`config.mk`:
```
export PLATFORM = sky130hd
export DESIGN_NAME = system_clock_distribution
export DESIGN_NICKNAME = d
export VERILOG_FILES = /design/src/clock_dist_pkg.sv /design/src/system_clock_distribution.sv /design/src/unit_clock_gen.sv
export SDC_FILE = /design/constraint.sdc
export NUM_CORES = 1
export LEC_CHECK = 0
export BUFFER_PORTS_ARGS = -buffer_cell sky130_fd_sc_hd__buf_4
export CAP_MARGIN = 20
export CORE_MARGIN = 3
export CORE_UTILIZATION = 57
export DETAILED_ROUTE_END_ITERATION = 10
export GPL_TIMING_DRIVEN = 1
export PLACE_DENSITY = 0.86
export SYNTH_ARGS = -nofsm -noshare
export SYNTH_HDL_FRONTEND = slang
export SYNTH_SLANG_ARGS = --single-unit
```
`constraint.sdc`:
```
create_clock -name clk -period 3.07 [get_ports clk]
set_input_delay 0.4605 -clock clk [delete_from_list [all_inputs] [get_ports clk]]
set_output_delay 0.4605 -clock clk [all_outputs]
set_load 0.005 [all_outputs]
```
`src/clock_dist_pkg.sv`:
```
package clock_dist_pkg;
	// ==========================================
	// reset configuration word low, field layout
	localparam int RCW_WIDTH = 32;
	localparam int RCW_SYSTEM_PLL_MULTIPLIER_LSB = 24;
	localparam int SYSTEM_PLL_MULTIPLIER_WIDTH = 4;
	localparam int RCW_CORE_PLL_SETTING_LSB = 16;
	localparam int CORE_PLL_SETTING_WIDTH = 7;
	localparam int RCW_MEMORY_CLOCK_MODE_BIT = 30;
	localparam int RCW_LOCAL_BUS_CLOCK_MODE_BIT = 31;
	// ==========================================
	// unit clock modes
	typedef enum logic [1:0] {
		UNIT_OFF = 2'h0,
		UNIT_FULL = 2'h1,
		UNIT_HALF = 2'h2,
		UNIT_THIRD = 2'h3
	} unit_mode_t;
	localparam int UNIT_FIELD_WIDTH = 2;
	localparam int UNIT_COUNT = 6;
	localparam int UNIT_PCI_DMA = 4;
	localparam logic [1:0] HP_FULL = 2'h0;
	localparam logic [1:0] HP_HALF = 2'h1;
	localparam logic [1:0] HP_THIRD = 2'h2;
	// default: every unit at third rate, pci/dma complex at full
	localparam logic [11:0] SYSTEM_CLOCK_CONTROL_RESET = 12'hDFF;
	// ==========================================
	// local bus divide
	typedef enum logic [1:0] {
		LB_DIV2 = 2'h0,
		LB_DIV4 = 2'h1,
		LB_DIV8 = 2'h2
	} lb_divide_t;
	localparam logic [1:0] LB_HP_DIV2 = 2'h0;
	localparam logic [1:0] LB_HP_DIV4 = 2'h1;
	localparam logic [1:0] LB_HP_DIV8 = 2'h3;
	localparam logic [1:0] LOCAL_BUS_CLOCK_RATIO_REG_RESET = 2'h0;
	// ==========================================
	// pin synchroniser slots
	localparam int PIN_COUNT = 4;
	localparam int PIN_HOST_CLK = 0;
	localparam int PIN_BUS_CLK = 1;
	localparam int PIN_SYNC_IN = 2;
	localparam int PIN_DIV_SEL = 3;
	localparam logic [2:0] RATIO_UNDIVIDED = 3'h1;
	localparam logic [2:0] RATIO_SAT = 3'h7;
endpackage : clock_dist_pkg

```
`src/system_clock_distribution.sv`:
```
`timescale 1ns/1ps
// Functional notes
// - Primary clock is the host clock input in host mode and the bus clock input in agent mode.
// - In host mode the divide pin picks undivided or halved primary clock for the sync output.
// - Each bus clock output is driven only while its own enable bit is set.
// - System and core multipliers come from the reset configuration word caught at reset.
// - The core clock is the system bus clock multiplied by the core multiplier setting.
// - Memory clock is system clock times one plus the memory mode bit, halved for the pair.
// - Local bus interface clock is one or two times the system clock by its mode bit.
// - Local bus clock outputs run at a half, quarter or eighth of the interface clock.
// - Unit clocks default to third rate (pci/dma to full) and offer off, full, half, third; pci/dma only off or full.
// - Unit ratios change only by register write after reset; second two-wire clock is fixed.
// - In host mode the primary clock runs at sync input times one plus the divide value.
// - The system pll vco runs at double scale when either clock-mode bit is set.
module system_clock_distribution #(
	parameter int BUS_CLOCK_OUTS = 5
) (
	input wire logic clk,
	input wire logic srst,
	input wire logic ce,
	input wire logic pci_host_mode,
	input wire logic host_primary_clock_in,
	input wire logic bus_clock_in,
	input wire logic sync_clock_in,
	input wire logic input_divide_select,
	input wire logic [clock_dist_pkg::RCW_WIDTH-1:0] reset_config_word_low,
	input wire logic [BUS_CLOCK_OUTS-1:0] output_clock_control,
	input wire logic system_clock_control_write,
	input wire logic [11:0] system_clock_control_wdata,
	input wire logic local_bus_clock_ratio_write,
	input wire logic [1:0] local_bus_clock_ratio_wdata,
	output logic sync_clock_out,
	output logic [BUS_CLOCK_OUTS-1:0] bus_clock_out_n,
	output logic system_bus_clock,
	output logic [clock_dist_pkg::SYSTEM_PLL_MULTIPLIER_WIDTH-1:0] system_pll_multiplier,
	output logic [clock_dist_pkg::CORE_PLL_SETTING_WIDTH-1:0] core_pll_setting,
	output logic memory_clock_mode,
	output logic local_bus_clock_mode,
	output logic vco_double,
	output logic memory_bus_clock_pair_p,
	output logic memory_bus_clock_pair_n,
	output logic memory_data_tick,
	output logic [2:0] local_bus_clock_outs,
	output logic [clock_dist_pkg::UNIT_COUNT-1:0] unit_clock_outs,
	output logic twowire2_clock,
	output logic [11:0] system_clock_control,
	output logic [1:0] local_bus_clock_ratio_reg,
	output logic host_ratio_error
);
	localparam int PC = clock_dist_pkg::PIN_COUNT;
	logic [PC-1:0] pin_s1_reg;
	logic [PC-1:0] pin_s2_reg;
	logic [PC-1:0] pin_s3_reg;
	logic [PC-1:0] pin_reg;
	logic primary;
	logic primary_d_reg;
	logic primary_rise;
	logic sync_d_reg;
	logic sync_rise;
	logic csb_phase_reg;
	logic [1:0] lb_cnt_reg;
	logic [1:0] lb_half;
	logic [2:0] ratio_cnt_reg;
	logic [2:0] ratio_total;
	logic ratio_valid_reg;

	// ==========================================
	// pin inputs: three stages, change taken once stages two and three agree
	always_ff @(posedge clk)
	begin
		if (srst)
		begin
			pin_s1_reg <= '0;
			pin_s2_reg <= '0;
			pin_s3_reg <= '0;
			pin_reg <= '0;
		end
		else if (ce)
		begin
			pin_s1_reg <= {input_divide_select, sync_clock_in, bus_clock_in, host_primary_clock_in};
			pin_s2_reg <= pin_s1_reg;
			pin_s3_reg <= pin_s2_reg;
			pin_reg <= (pin_s2_reg & pin_s3_reg) | (pin_reg & (pin_s2_reg | pin_s3_reg));
		end
	end

	// host input is ignored in agent mode, where the board grounds it
	assign primary = pci_host_mode ? pin_reg[clock_dist_pkg::PIN_HOST_CLK]
		: pin_reg[clock_dist_pkg::PIN_BUS_CLK];
	assign primary_rise = primary & ~primary_d_reg;
	assign sync_rise = pin_reg[clock_dist_pkg::PIN_SYNC_IN] & ~sync_d_reg;

	// ==========================================
	// sync output and bus clock outputs
	always_ff @(posedge clk)
	begin
		if (srst)
		begin
			primary_d_reg <= 1'b0;
			sync_clock_out <= 1'b0;
			bus_clock_out_n <= '0;
		end
		else if (ce)
		begin
			primary_d_reg <= primary;
			if (!pci_host_mode)
				sync_clock_out <= 1'b0;
			else if (pin_reg[clock_dist_pkg::PIN_DIV_SEL])
				sync_clock_out <= sync_clock_out ^ primary_rise;
			else
				sync_clock_out <= primary;
			bus_clock_out_n <= output_clock_control & {BUS_CLOCK_OUTS{sync_clock_out}};
		end
	end

	// ==========================================
	// loopback ratio check; the first interval after reset has no reference
	assign ratio_total = ratio_cnt_reg + {2'h0, primary_rise};
	always_ff @(posedge clk)
	begin
		if (srst)
		begin
			sync_d_reg <= 1'b0;
			ratio_cnt_reg <= 3'h0;
			ratio_valid_reg <= 1'b0;
			host_ratio_error <= 1'b0;
		end
		else if (ce)
		begin
			sync_d_reg <= pin_reg[clock_dist_pkg::PIN_SYNC_IN];
			if (!pci_host_mode)
			begin
				ratio_cnt_reg <= 3'h0;
				ratio_valid_reg <= 1'b0;
				host_ratio_error <= 1'b0;
			end
			else if (sync_rise)
			begin
				ratio_cnt_reg <= 3'h0;
				ratio_valid_reg <= 1'b1;
				if (ratio_valid_reg)
					host_ratio_error <= ratio_total !=
						(clock_dist_pkg::RATIO_UNDIVIDED + {2'h0, pin_reg[clock_dist_pkg::PIN_DIV_SEL]});
			end
			else if (ratio_cnt_reg != clock_dist_pkg::RATIO_SAT)
				ratio_cnt_reg <= ratio_total;
		end
	end

	// ==========================================
	// reset configuration word, caught while reset is held
	always_ff @(posedge clk)
	begin
		if (srst)
		begin
			system_pll_multiplier <= reset_config_word_low[clock_dist_pkg::RCW_SYSTEM_PLL_MULTIPLIER_LSB +:
				clock_dist_pkg::SYSTEM_PLL_MULTIPLIER_WIDTH];
			core_pll_setting <= reset_config_word_low[clock_dist_pkg::RCW_CORE_PLL_SETTING_LSB +:
				clock_dist_pkg::CORE_PLL_SETTING_WIDTH];
			memory_clock_mode <= reset_config_word_low[clock_dist_pkg::RCW_MEMORY_CLOCK_MODE_BIT];
			local_bus_clock_mode <= reset_config_word_low[clock_dist_pkg::RCW_LOCAL_BUS_CLOCK_MODE_BIT];
			vco_double <= reset_config_word_low[clock_dist_pkg::RCW_MEMORY_CLOCK_MODE_BIT]
				| reset_config_word_low[clock_dist_pkg::RCW_LOCAL_BUS_CLOCK_MODE_BIT];
		end
	end

	// ==========================================
	// system bus, memory and local bus clocks; clk stands for twice the bus clock
	always_comb
	begin
		case (local_bus_clock_ratio_reg)
			clock_dist_pkg::LB_DIV2: lb_half = clock_dist_pkg::LB_HP_DIV2;
			clock_dist_pkg::LB_DIV4: lb_half = clock_dist_pkg::LB_HP_DIV4;
			default: lb_half = clock_dist_pkg::LB_HP_DIV8;
		endcase
	end

	always_ff @(posedge clk)
	begin
		if (srst)
		begin
			csb_phase_reg <= 1'b0;
			system_bus_clock <= 1'b0;
			twowire2_clock <= 1'b0;
			memory_bus_clock_pair_p <= 1'b0;
			memory_bus_clock_pair_n <= 1'b1;
			memory_data_tick <= 1'b0;
			lb_cnt_reg <= 2'h0;
			local_bus_clock_outs <= 3'h0;
		end
		else if (ce)
		begin
			csb_phase_reg <= ~csb_phase_reg;
			system_bus_clock <= ~system_bus_clock;
			twowire2_clock <= ~twowire2_clock;
			// pair toggles once per memory clock tick, so it runs at half that rate
			memory_data_tick <= memory_clock_mode | csb_phase_reg;
			if (memory_clock_mode | csb_phase_reg)
			begin
				memory_bus_clock_pair_p <= ~memory_bus_clock_pair_p;
				memory_bus_clock_pair_n <= memory_bus_clock_pair_p;
			end
			if (local_bus_clock_mode | csb_phase_reg)
			begin
				if (lb_cnt_reg >= lb_half)
				begin
					lb_cnt_reg <= 2'h0;
					local_bus_clock_outs <= ~local_bus_clock_outs;
				end
				else
					lb_cnt_reg <= lb_cnt_reg + 2'h1;
			end
		end
	end

	// ==========================================
	// ratio registers, writable only once out of reset
	always_ff @(posedge clk)
	begin
		if (srst)
		begin
			system_clock_control <= clock_dist_pkg::SYSTEM_CLOCK_CONTROL_RESET;
			local_bus_clock_ratio_reg <= clock_dist_pkg::LOCAL_BUS_CLOCK_RATIO_REG_RESET;
		end
		else if (ce)
		begin
			if (system_clock_control_write)
				system_clock_control <= system_clock_control_wdata;
			if (local_bus_clock_ratio_write)
				local_bus_clock_ratio_reg <= local_bus_clock_ratio_wdata;
		end
	end

	// ==========================================
	// unit clocks; divided codes on the pci/dma unit are replaced by full here
	for (genvar u = 0; u < clock_dist_pkg::UNIT_COUNT; u++)
	begin : g_unit
		unit_clock_gen #(
			.ALLOW_DIVIDE(u != clock_dist_pkg::UNIT_PCI_DMA),
			.RESET_MODE(u == clock_dist_pkg::UNIT_PCI_DMA ? clock_dist_pkg::UNIT_FULL : clock_dist_pkg::UNIT_THIRD)
		) u_gen (
			.clk(clk),
			.srst(srst),
			.ce(ce),
			.mode_in(system_clock_control[u*clock_dist_pkg::UNIT_FIELD_WIDTH +:
				clock_dist_pkg::UNIT_FIELD_WIDTH]),
			.clk_out(unit_clock_outs[u])
		);
	end
endmodule : system_clock_distribution

```
`src/unit_clock_gen.sv`:
```
`timescale 1ns/1ps
module unit_clock_gen #(
	parameter bit ALLOW_DIVIDE = 1'b1,
	parameter logic [1:0] RESET_MODE = 2'h3
) (
	input wire logic clk,
	input wire logic srst,
	input wire logic ce,
	input wire logic [1:0] mode_in,
	output logic clk_out
);
	logic [1:0] mode_reg;
	logic [1:0] cnt_reg;
	logic [1:0] mode_next;
	logic [1:0] half_period;

	always_comb
	begin
		if (ALLOW_DIVIDE || mode_in == clock_dist_pkg::UNIT_OFF)
			mode_next = mode_in;
		else
			mode_next = clock_dist_pkg::UNIT_FULL;
		case (mode_reg)
			clock_dist_pkg::UNIT_FULL: half_period = clock_dist_pkg::HP_FULL;
			clock_dist_pkg::UNIT_HALF: half_period = clock_dist_pkg::HP_HALF;
			clock_dist_pkg::UNIT_THIRD: half_period = clock_dist_pkg::HP_THIRD;
			default: half_period = clock_dist_pkg::HP_FULL;
		endcase
	end

	// ==========================================
	// divider; new mode taken only as a low phase begins or while off, so no phase is cut short
	always_ff @(posedge clk)
	begin
		if (srst)
		begin
			mode_reg <= RESET_MODE;
			cnt_reg <= 2'h0;
			clk_out <= 1'b0;
		end
		else if (ce)
		begin
			if (mode_reg == clock_dist_pkg::UNIT_OFF)
			begin
				clk_out <= 1'b0;
				cnt_reg <= 2'h0;
				mode_reg <= mode_next;
			end
			else if (cnt_reg == half_period)
			begin
				cnt_reg <= 2'h0;
				clk_out <= ~clk_out;
				if (clk_out)
					mode_reg <= mode_next;
			end
			else
				cnt_reg <= cnt_reg + 2'h1;
		end
	end
endmodule : unit_clock_gen

```
==> reports/results.ini, run 1 <==
[worst_setup_path]
crit_required_ns = 3.36
crit_fanout = 9
cpPeakStageDelay_ns = 0.49
crit_top_cell = a21oi_1
start_kind = flip-flop
worstPathArrival_ns = 2.24
crit_chain = or2_2 -> ha_1 -> nand2b_1 -> a21oi_1 -> o21ai_0 -> a21oi_1
slowest_stage = a21oi_1
rrSetupSlack_ns = 1.12
crit_path_end_kind = flip-flop
crit_type = reg -> reg

[grt]
antenna_found_initial = 0
overflow = 0
grt_usage_pct = 23.4
grt_pass1_vias = 3750
grt_pass1_wl_mm = 16.7
grt_max_degree = 75

[finish]
regArea_mm2 = 0.00210
num-fill-cells = 577
layout_commonest_cell = buf_4
num_antenna_cells = 0
post_route_cells_drive_above_1_share_pct = 21.0
mostFrequentLayoutCells = 93 x buf_4, 84 x dfxtp_1, 46 x nand2_1
nNetsFinal = 632
multi_input_area_mm2 = 0.00206
areaGrowthSynthToFinish_pct = 18.1

[placed_design]
gp_congestion = 0.825
place.port_buffers = 90
dp_hpwl_mm = 6.68

[run_status]
outcome = finished clean

[power]
p_per_area_mw_per_mm2 = 477
peakVddDrop_v = 0.000324
power_mw = 2.50
leakagePower_nw = 2.15

[clock_network]
cts_buffer_depth = 2
clock-sinks = 98
hold_buffers = 0
cts-buffers-inserted = 9
cts.clk_slew.worst_paths_ns = 0.10
cts_resized = 0
post_cts_buffers = 0
cts_tree = built
cts-root-buf = clkbuf_8
cts_max_level = 3
clk_latency_ns = 0.36

[logic_synthesis]
synthFlopType = dfxtp_1
yosysUniqueCellTypes = 56
syn_avg_cell_area_um2 = 8.78
synthArstFlopShare_pct = 0
netlist_area_mm2 = 0.00444
synth-edff-count = 14
ys_ff_latch = 98
synth_cells = 505
synth.net_count = 570
yosysSeqAreaShare_pct = 47.4
yosysWarnings = 0

[floorplan]
core_area_mm2 = 0.00741
chipWidth_um = 94.2
num_io_pins = 110
row_count = 31
die_h_um = 94.2
die_area_mm2 = 0.00888
initial_core_util_pct = 59.9

[sta]
fmax_mhz = 512
period_share_pct = 63.6
rsz0062_at_grt = no
setup-tns-final_ns = 0
slew_violations = 0
setup_viol = 0
slew-limit-headroom_pct = 44.2
fin_crit_ns = 1.95
tightestPinTransition_ns = 0.835
hold_viol_final = 0
fin_skew_ns = 0.0111

[detailed_routing]
top_layer = met4
routedWlPerCell_um = 14.8
drc_errors = 0
drtPass1Iterations = 4
vias = 3843
routed_wl_mm = 9.91
ant_nets = 0
vias_per_cell = 5.73
drt-initial-drc-count = 230
wl_met1_mm = 4.21
met2_length_mm = 4.95
wl_met3_um = 641

[run]
maxCapViolCount = 0

[min_path]
hold_path_class = in -> reg

-- area by class of cell --
| cell class | count | area share (%) |
|---|---|---|
| multi-input cells | 346 | 39.3 |
| well taps | 99 | 2.36 |
| clock buffers | 9 | 2.36 |
| clock inverters | 7 | 1.15 |
| inverters | 19 | 1.36 |
| repair buffers | 93 | 13.3 |
| flip-flops and latches | 98 | 40.1 |
-- kinds of logic (layout without fill, tap and decap cells) --
family / Yosys count / in the layout / share of synthesized area [%]
AO/OA/AOI/OAI: 133 / 133 / 19.1
XOR/XNOR: 12 / 12 / 2.37
adder cells (fa/ha/maj): 4 / 4 / 1.13
buffers and inverters: 61 / 128 / 6.18
flip-flops: 98 / 98 / 47.4
multiplexers: 17 / 17 / 3.89
AND/OR/NAND/NOR: 180 / 180 / 19.9
-- worst paths after layout --
path,cells after the start,end,start
worst max register to register,6,local_bus_clock_outs[0],local_bus_clock_ratio_reg[0]
worst min register to register,2,lb_cnt_reg[0],lb_cnt_reg[0]
worst min-delay path,1,core_pll_setting[4],reset_config_word_low[20]
worst max-delay path,6,local_bus_clock_outs[0],local_bus_clock_ratio_reg[0]
-- layer usage --
layer  up-vias  GRT usage, %
li1       1911             -
met1      1816          27.6
met2       108          41.8
met3         8          5.69
met4         0          6.98
met5         -             0
-- where the power goes --
group	leakage (nW)	internal, mW	switching, mW
Clock	0.0979	0.311	0.476
Sequential	0.823	1.36	0.0552
Combinational	1.23	0.152	0.143
-- worst max-delay path: cells and delay by family, from the launching register on --
family,cells,cell delay [ns]
AOI/OAI and AO/OA,3,0.83
adders and majority gates,1,0.27
and+or+nand+nor,2,0.44
DFF,1,0.34
-- per-stage QoR --
stage          setup slack, ns  cell area (um2)  hold WS [ns]  utilization [%]  cells
4_1_cts                   1.12             5240         0.259             70.7    671
6_report                  1.12             5240         0.266             70.7    671
3_3_place_gp             0.881             5050         0.439             68.2    655
2_1_floorplan             1.30             4440         0.432                -    505
3_5_place_dp             0.839             5050         0.449             68.2    655
5_1_grt                  0.975             5240         0.241             70.7    671
-- cell usage after synthesis, types with 5 or more instances --
master,number,area (um2)
nand2_1,46,173
nand2b_1,8,50.1
a21o_1,6,45.0
nand3_1,36,180
a211oi_1,6,45.0
mux2i_1,15,150
edfxtp_1,14,420
a31oi_1,6,37.5
nor2b_1,6,37.5
xor2_1,5,43.8
o211ai_1,10,75.1
inv_1,19,71.3
nor2_1,42,158
dfxtp_1,84,1680
buf_4,6,45.0
a21oi_1,36,180
xnor2_1,7,61.3
buf_2,12,60.1
clkbuf_1,20,75.1
nor3_1,6,30.0
and3_1,5,31.3
o21ai_0,28,140
o31ai_1,9,67.6
or2_2,6,37.5
Note: power is estimated with default switching activity, not from simulation.
==> run 2, diff against run 1 <==
- CORE_UTILIZATION: 57 -> 53
- PLACE_DENSITY: 0.86 -> 0.8
- clock period: 3.07 -> 2 ns (I/O delays scaled with it)
==> run 2 against run 1 <==
Compared with the run above: die area rose by 7.1%; via count grew 1.1%; flip-flop and latch count unchanged; critical path depth is 1 higher; total power is 62% higher; critical endpoint unchanged; clock power rose by 78%; design area is 1.9% higher.
==> reports/results.ini, run 2 (synthesis gave the netlist of run 1 again) <==
[power]
peakVddDrop_v = 0.000409  ; +26%
power.clock.fraction_pct = 34.6  ; +3.1 points
switchingPower_mw = 0.983  ; +46%
p_sw_share_pct = 24.3  ; -2.6 points
leakagePower_nw = 2.20  ; +2.4%
power_mw = 4.04  ; +62%
pwr-share-seq_pct = 53.9  ; -2.8 points
p_per_area_mw_per_mm2 = 757  ; +59%
pwr-share-comb_pct = 11.5  ; -0.3 points
internal-power_mw = 3.06  ; +67%

[finish]
areaGrowthSynthToFinish_pct = 20.3
num-fill-cells = 636  ; +10%
nNetsFinal = 640  ; +1.3%
fin_area_mm2 = 0.00534  ; +1.9%
layout_commonest_cell = buf_4
regArea_mm2 = 0.00210  ; unchanged
num_antenna_cells = 0  ; unchanged
mostFrequentLayoutCells = 101 x buf_4, 84 x dfxtp_1, 46 x nand2_1
multi_input_area_mm2 = 0.00206  ; unchanged
post_route_cells_drive_above_1_share_pct = 22.1  ; +1.1 points

[detailed_routing]
drt-initial-drc-count = 229  ; -0.43%
vias_per_cell = 5.70  ; -0.49%
drtPass1Iterations = 4  ; unchanged
vias = 3887  ; +1.1%
routed_wl_mm = 9.78  ; -1.3%
routedWlPerCell_um = 14.3  ; -2.9%
ant_nets = 0  ; unchanged
drc_errors = 0  ; unchanged

[sta]
setup-tns-final_ns = 0  ; unchanged
period_share_pct = 87.5  ; +24 points
tightestPinTransition_ns = 0.659  ; -0.176 ns
fmax_mhz = 572  ; +12%
setup_viol = 0  ; unchanged
slew-limit-headroom_pct = 55.7  ; +12 points
slew_violations = 0  ; unchanged
fin_skew_ns = 0.00654  ; -0.00457 ns
hold_viol_final = 0  ; unchanged
fin_crit_ns = 1.75  ; -0.203 ns
layout_setup_ws_ns = 0.251  ; -0.867 ns
rsz0062_at_grt = no

[floorplan]
die_h_um = 97.5  ; +3.5%
core_area_mm2 = 0.00793  ; +7.0%
num_io_pins = 110  ; unchanged
initial_core_util_pct = 56.0  ; -3.9 points
die_area_mm2 = 0.00950  ; +7.1%
chipWidth_um = 97.5  ; +3.5%
row_count = 32  ; +3.2%

[clock_network]
clk_latency_ns = 0.35  ; about the same
cts.clk_slew.worst_paths_ns = 0.10  ; about the same
cts-buffers-inserted = 9  ; unchanged
cts_max_level = 3  ; unchanged
hold_buffers = 0  ; unchanged
cts-root-buf = clkbuf_8
cts_buffer_depth = 2  ; unchanged
post_cts_buffers = 0  ; unchanged
cts_resized = 0  ; unchanged
cts_tree = built
clock-sinks = 98  ; unchanged

[placed_design]
placed_cell_area_mm2 = 0.00512  ; +1.3%
place.port_buffers = 90  ; unchanged
place_ws_ns = 0.164  ; -0.675 ns
dp_hpwl_mm = 6.78  ; +1.5%
gp_congestion = 0.870  ; +5.5%

[min_path]
hold_path_class = in -> reg
whs_path_depth = 1  ; unchanged

[worst_setup_path]
ff2ff_path_depth = 7  ; +1
crit_required_ns = 2.29  ; -1.07 ns
crit_top_cell = a21oi_1
start_kind = flip-flop
crit_cells = 7  ; +1
crit_type = reg -> reg
slowest_stage = or3_1
crit_buf_inv = 1  ; +1
crit_path_end_kind = flip-flop
cp_top_family = simple AND/OR/NAND/NOR gates
crit_chain = or2_2 -> ha_1 -> nand2b_1 -> a21oi_1 -> buf_4 -> or3_1 -> a21oi_1
worstPathArrival_ns = 2.04  ; -0.20 ns
cpPeakStageDelay_ns = 0.35  ; -0.14 ns
crit_fanout = 9  ; unchanged

[grt]
grt_pass1_vias = 3653  ; -2.6%
grt_max_degree = 41  ; -45%
overflow = 0  ; unchanged
grt_usage_pct = 20.7  ; -2.7 points
grt_pass1_wl_mm = 16.5  ; -1.3%
antenna_found_initial = 0  ; unchanged

[run]
maxCapViolCount = 0  ; unchanged

[run_status]
outcome = finished clean

run 2: cell types whose count changed in the layout (fill, tap and decap cells not counted):
cell | previous run | this run
clkinvlp_4 | 0 | 1
buf_4 | 93 | 101
bufinv_16 | 0 | 2
clkinv_4 | 2 | 0
clkbuf_4 | 0 | 1
inv_8 | 2 | 0
run 2: final cells by class:
class                   count  area share [%]
well taps                 102            2.39
clock buffers              10            2.46
multi-input cells         346            38.6
clock inverters             6            1.64
inverters                  19            1.34
flip-flops and latches     98            39.4
repair buffers            101            14.2
run 2: worst paths after layout:
| kind | start | end | slack [ns] |
|---|---|---|---|
| worst max-delay path | local_bus_clock_ratio_reg[1] | local_bus_clock_outs[0] | 0.25 |
| worst min-delay path | reset_config_word_low[26] | system_pll_multiplier[2] | 0.11 |
| worst max register to register | local_bus_clock_ratio_reg[1] | local_bus_clock_outs[0] | 0.25 |
| worst min register to register | lb_cnt_reg[0] | lb_cnt_reg[0] | 0.46 |
run 2: through the flow:
step | hold WS [ns] | utilization [%] | std cells
after floorplan | 0.399 | - | 505
after global placement | 0.438 | 64.6 | 666
after detailed placement | 0.445 | 64.6 | 666
after CTS | 0.0967 | 67.3 | 682
after global routing | 0.0978 | 67.3 | 682
final | 0.115 | 67.3 | 682
run 2: routing by layer:
metal	part of all wire [%]	vias to the layer above	global-route usage, %	wire length, um
li1	-	1932	-	-
met1	44	1847	26.0	4280
met2	49	97	34.4	4780
met3	5.4	11	3.88	529
met4	1.9	0	9.58	181
met5	0	-	0	0
run 2: power groups by stage:
stage / combinational (mW) / clock (mW) / sequential, mW
2_1_floorplan: 0.258 / 0 / 2.20
3_3_place_gp: 0.453 / 0 / 2.21
3_5_place_dp: 0.465 / 0 / 2.22
4_1_cts: 0.467 / 1.43 / 2.18
5_1_grt: 0.518 / 1.50 / 2.19
6_report: 0.463 / 1.40 / 2.18
==> run 3, diff against run 2 <==
- PLACE_DENSITY: 0.8 -> 0.81
- SYNTH_HIERARCHICAL: unset -> 1
==> run 3 against run 2 <==
Compared with the run above: first-iteration DRC count down 34%; via count fell by 11%; die area down 2.5%; flip-flop and latch count stayed put; synthesized cell count fell by 13%; clock skew increased by 0.0051 ns; clock power shrank 17%; area after synthesis is 2.7% lower; global-route usage is 1.3 points lower; wire length shrank 8.9%; largest cell class unchanged.
==> reports/results.ini, run 3 <==
[detailed_routing]
drc_errors = 0  ; unchanged
vias_per_cell = 5.46  ; -4.2%
routed_wl_mm = 8.91  ; -8.9%
ant_nets = 0  ; unchanged
drtPass1Iterations = 4  ; unchanged
routedWlPerCell_um = 14.0  ; -2.2%
drt-initial-drc-count = 150  ; -34%
vias = 3468  ; -11%

[worst_setup_path]
start_kind = flip-flop
crit_required_ns = 2.26  ; -0.03 ns
crit_type = reg -> reg
crit_path_end_kind = flip-flop
worstPathArrival_ns = 1.98  ; -0.06 ns
crit_fanout = 4  ; -5

[placed_design]
gp_congestion = 0.832  ; -4.3%
place.port_buffers = 90  ; unchanged
dp.cells = 619  ; -7.1%
dp_hpwl_mm = 6.20  ; -8.6%
place_ws_ns = 0.175  ; +0.0111 ns

[sta]
fin_skew_ns = 0.0116  ; +0.00508 ns
hold_viol_final = 0  ; unchanged
tightestPinTransition_ns = 0.527  ; -0.133 ns
period_share_pct = 86.3  ; -1.1 points
layout_setup_ws_ns = 0.274  ; +0.0226 ns
setup-tns-final_ns = 0  ; unchanged
slew_violations = 0  ; unchanged
fmax_mhz = 579  ; +1.3%
slew-limit-headroom_pct = 64.9  ; +9.1 points
fin_crit_ns = 1.73  ; -0.0226 ns
rsz0062_at_grt = no
setup_viol = 0  ; unchanged

[grt]
grt_max_degree = 50  ; +22%
antenna_found_initial = 0  ; unchanged
grt_pass1_vias = 3299  ; -9.7%
overflow = 0  ; unchanged
grt_pass1_wl_mm = 14.4  ; -13%
grt_usage_pct = 19.4  ; -1.3 points

[finish]
post_route_cells_drive_above_1_share_pct = 27.2  ; +5.1 points
layout_commonest_cell = buf_4
num_antenna_cells = 0  ; unchanged
nNetsFinal = 593  ; -7.3%
num-fill-cells = 626  ; -1.6%
final_util_pct = 67.3  ; about the same
stdcell_count = 635  ; -6.9%
areaGrowthSynthToFinish_pct = 21.7
mostFrequentLayoutCells = 94 x buf_4, 84 x dfxtp_1, 43 x nor2_1

[logic_synthesis]
synth.most_common_cell = dfxtp_1
syn_avg_cell_area_um2 = 9.88  ; +12%
synthArstFlopShare_pct = 0  ; unchanged
synth.net_count = 502  ; -12%
synth_area_leader_cell = dfxtp_1
ys_ff_latch = 98  ; unchanged
yosysSeqAreaShare_pct = 48.7  ; +1.3 points
netlist_area_mm2 = 0.00432  ; -2.7%
synth_top_area_share_pct = 39.0  ; +1.1 points
yosysWarnings = 6  ; +6
synth_commonest_cells = 84 x dfxtp_1, 43 x nor2_1, 36 x nand2_1
synthFlopType = dfxtp_1
synth-edff-count = 14  ; unchanged
yosysUniqueCellTypes = 56  ; unchanged
synthTopCellsByArea = dfxtp_1 39%, edfxtp_1 9.7%, a21oi_1 3.9%
synth_cells = 437  ; -13%

[power]
internal-power_mw = 2.84  ; -7.0%
power.clock.fraction_pct = 30.1  ; -4.5 points
power_mw = 3.85  ; -4.6%
leakagePower_nw = 2.10  ; -4.5%
p_per_area_mw_per_mm2 = 734  ; -3.1%
p_sw_share_pct = 26.2  ; +1.9 points
pwr-share-comb_pct = 13.0  ; +1.5 points
switchingPower_mw = 1.01  ; +2.7%
pwr-share-seq_pct = 56.9  ; +3.0 points
peakVddDrop_v = 0.000482  ; +18%

[run_status]
outcome = finished clean

[floorplan]
row_count = 32  ; unchanged
num_io_pins = 110  ; unchanged
core_area_mm2 = 0.00781  ; -1.5%
die_h_um = 96.2  ; -1.3%
die_area_mm2 = 0.00926  ; -2.5%
chipWidth_um = 96.2  ; -1.3%
initial_core_util_pct = 55.3  ; -0.68 points

[clock_network]
cts-root-buf = clkbuf_8
cts.clk_slew.worst_paths_ns = 0.10  ; about the same
cts_resized = 0  ; unchanged
post_cts_buffers = 0  ; unchanged
cts_max_level = 3  ; unchanged
clk_latency_ns = 0.36  ; about the same
cts-buffers-inserted = 9  ; unchanged
hold_buffers = 0  ; unchanged
cts_tree = built
cts_buffer_depth = 2  ; unchanged
clock-sinks = 98  ; unchanged

[run]
maxCapViolCount = 0  ; unchanged

[min_path]
hold_path_class = in -> reg

run 3: power by group through the flow:
stage	clock, mW	sequential [mW]	combinational [mW]
3_5_place_dp	0	2.24	0.503
3_3_place_gp	0	2.23	0.486
2_1_floorplan	0	2.22	0.263
6_report	1.16	2.19	0.501
5_1_grt	1.28	2.21	0.558
4_1_cts	1.19	2.19	0.507
run 3: worst paths after layout:
check                                             startpoint                        to  slack (ns)  cells after the start
worst min register to register            bus_clock_out_n[1]        bus_clock_out_n[1]        0.47                      2
worst min-delay path               reset_config_word_low[24]  system_pll_multiplier[0]        0.11                      1
worst max-delay path            local_bus_clock_ratio_reg[1]   local_bus_clock_outs[0]        0.27                      6
worst max register to register  local_bus_clock_ratio_reg[1]   local_bus_clock_outs[0]        0.27                      6
run 3: worst max-delay path, stage by stage, from the launching register on:
cell and delay (ns):
dfxtp_1 0.34, or2_2 0.30, ha_1 0.26, nand2b_1 0.11, a21oi_2 0.08, nor2_2 0.17
mux2_2 0.36
run 3: area by class of cell:
type	instances	area (um2)	share of cell area [%]
Timing Repair Buffer	96	746	14.2
Clock inverter	7	52.6	1.00
Clock buffer	9	124	2.36
Multi-Input combinational cell	316	2070	39.5
Tap cell	102	128	2.43
Inverter	7	26.3	0.500
Sequential cell	98	2100	40.0
run 3: cell families after synthesis:
kind of cell | share of synthesized area (%)
buf+inv | 3.22
fa+ha+maj | 1.16
simple gates | 20.8
compound gates | 17.8
mux | 5.07
flops | 48.7
xor+xnor | 3.25
run 3: per-stage QoR:
| stage | hold WS (ns) | instance area [um2] |
|---|---|---|
| finish | 0.109 | 5250 |
| global route | 0.0889 | 5250 |
| CTS | 0.0992 | 5250 |
| detailed placement | 0.461 | 5080 |
| global placement | 0.441 | 5080 |
| floorplan | 0.369 | 4320 |
run 3: layer usage:
layer	GRT usage, %	routed length, um	vias up
met4	8.77	141	0
met5	0	0	-
li1	-	-	1742
met2	34.3	4500	78
met1	22.8	3820	1636
met3	3.28	446	12
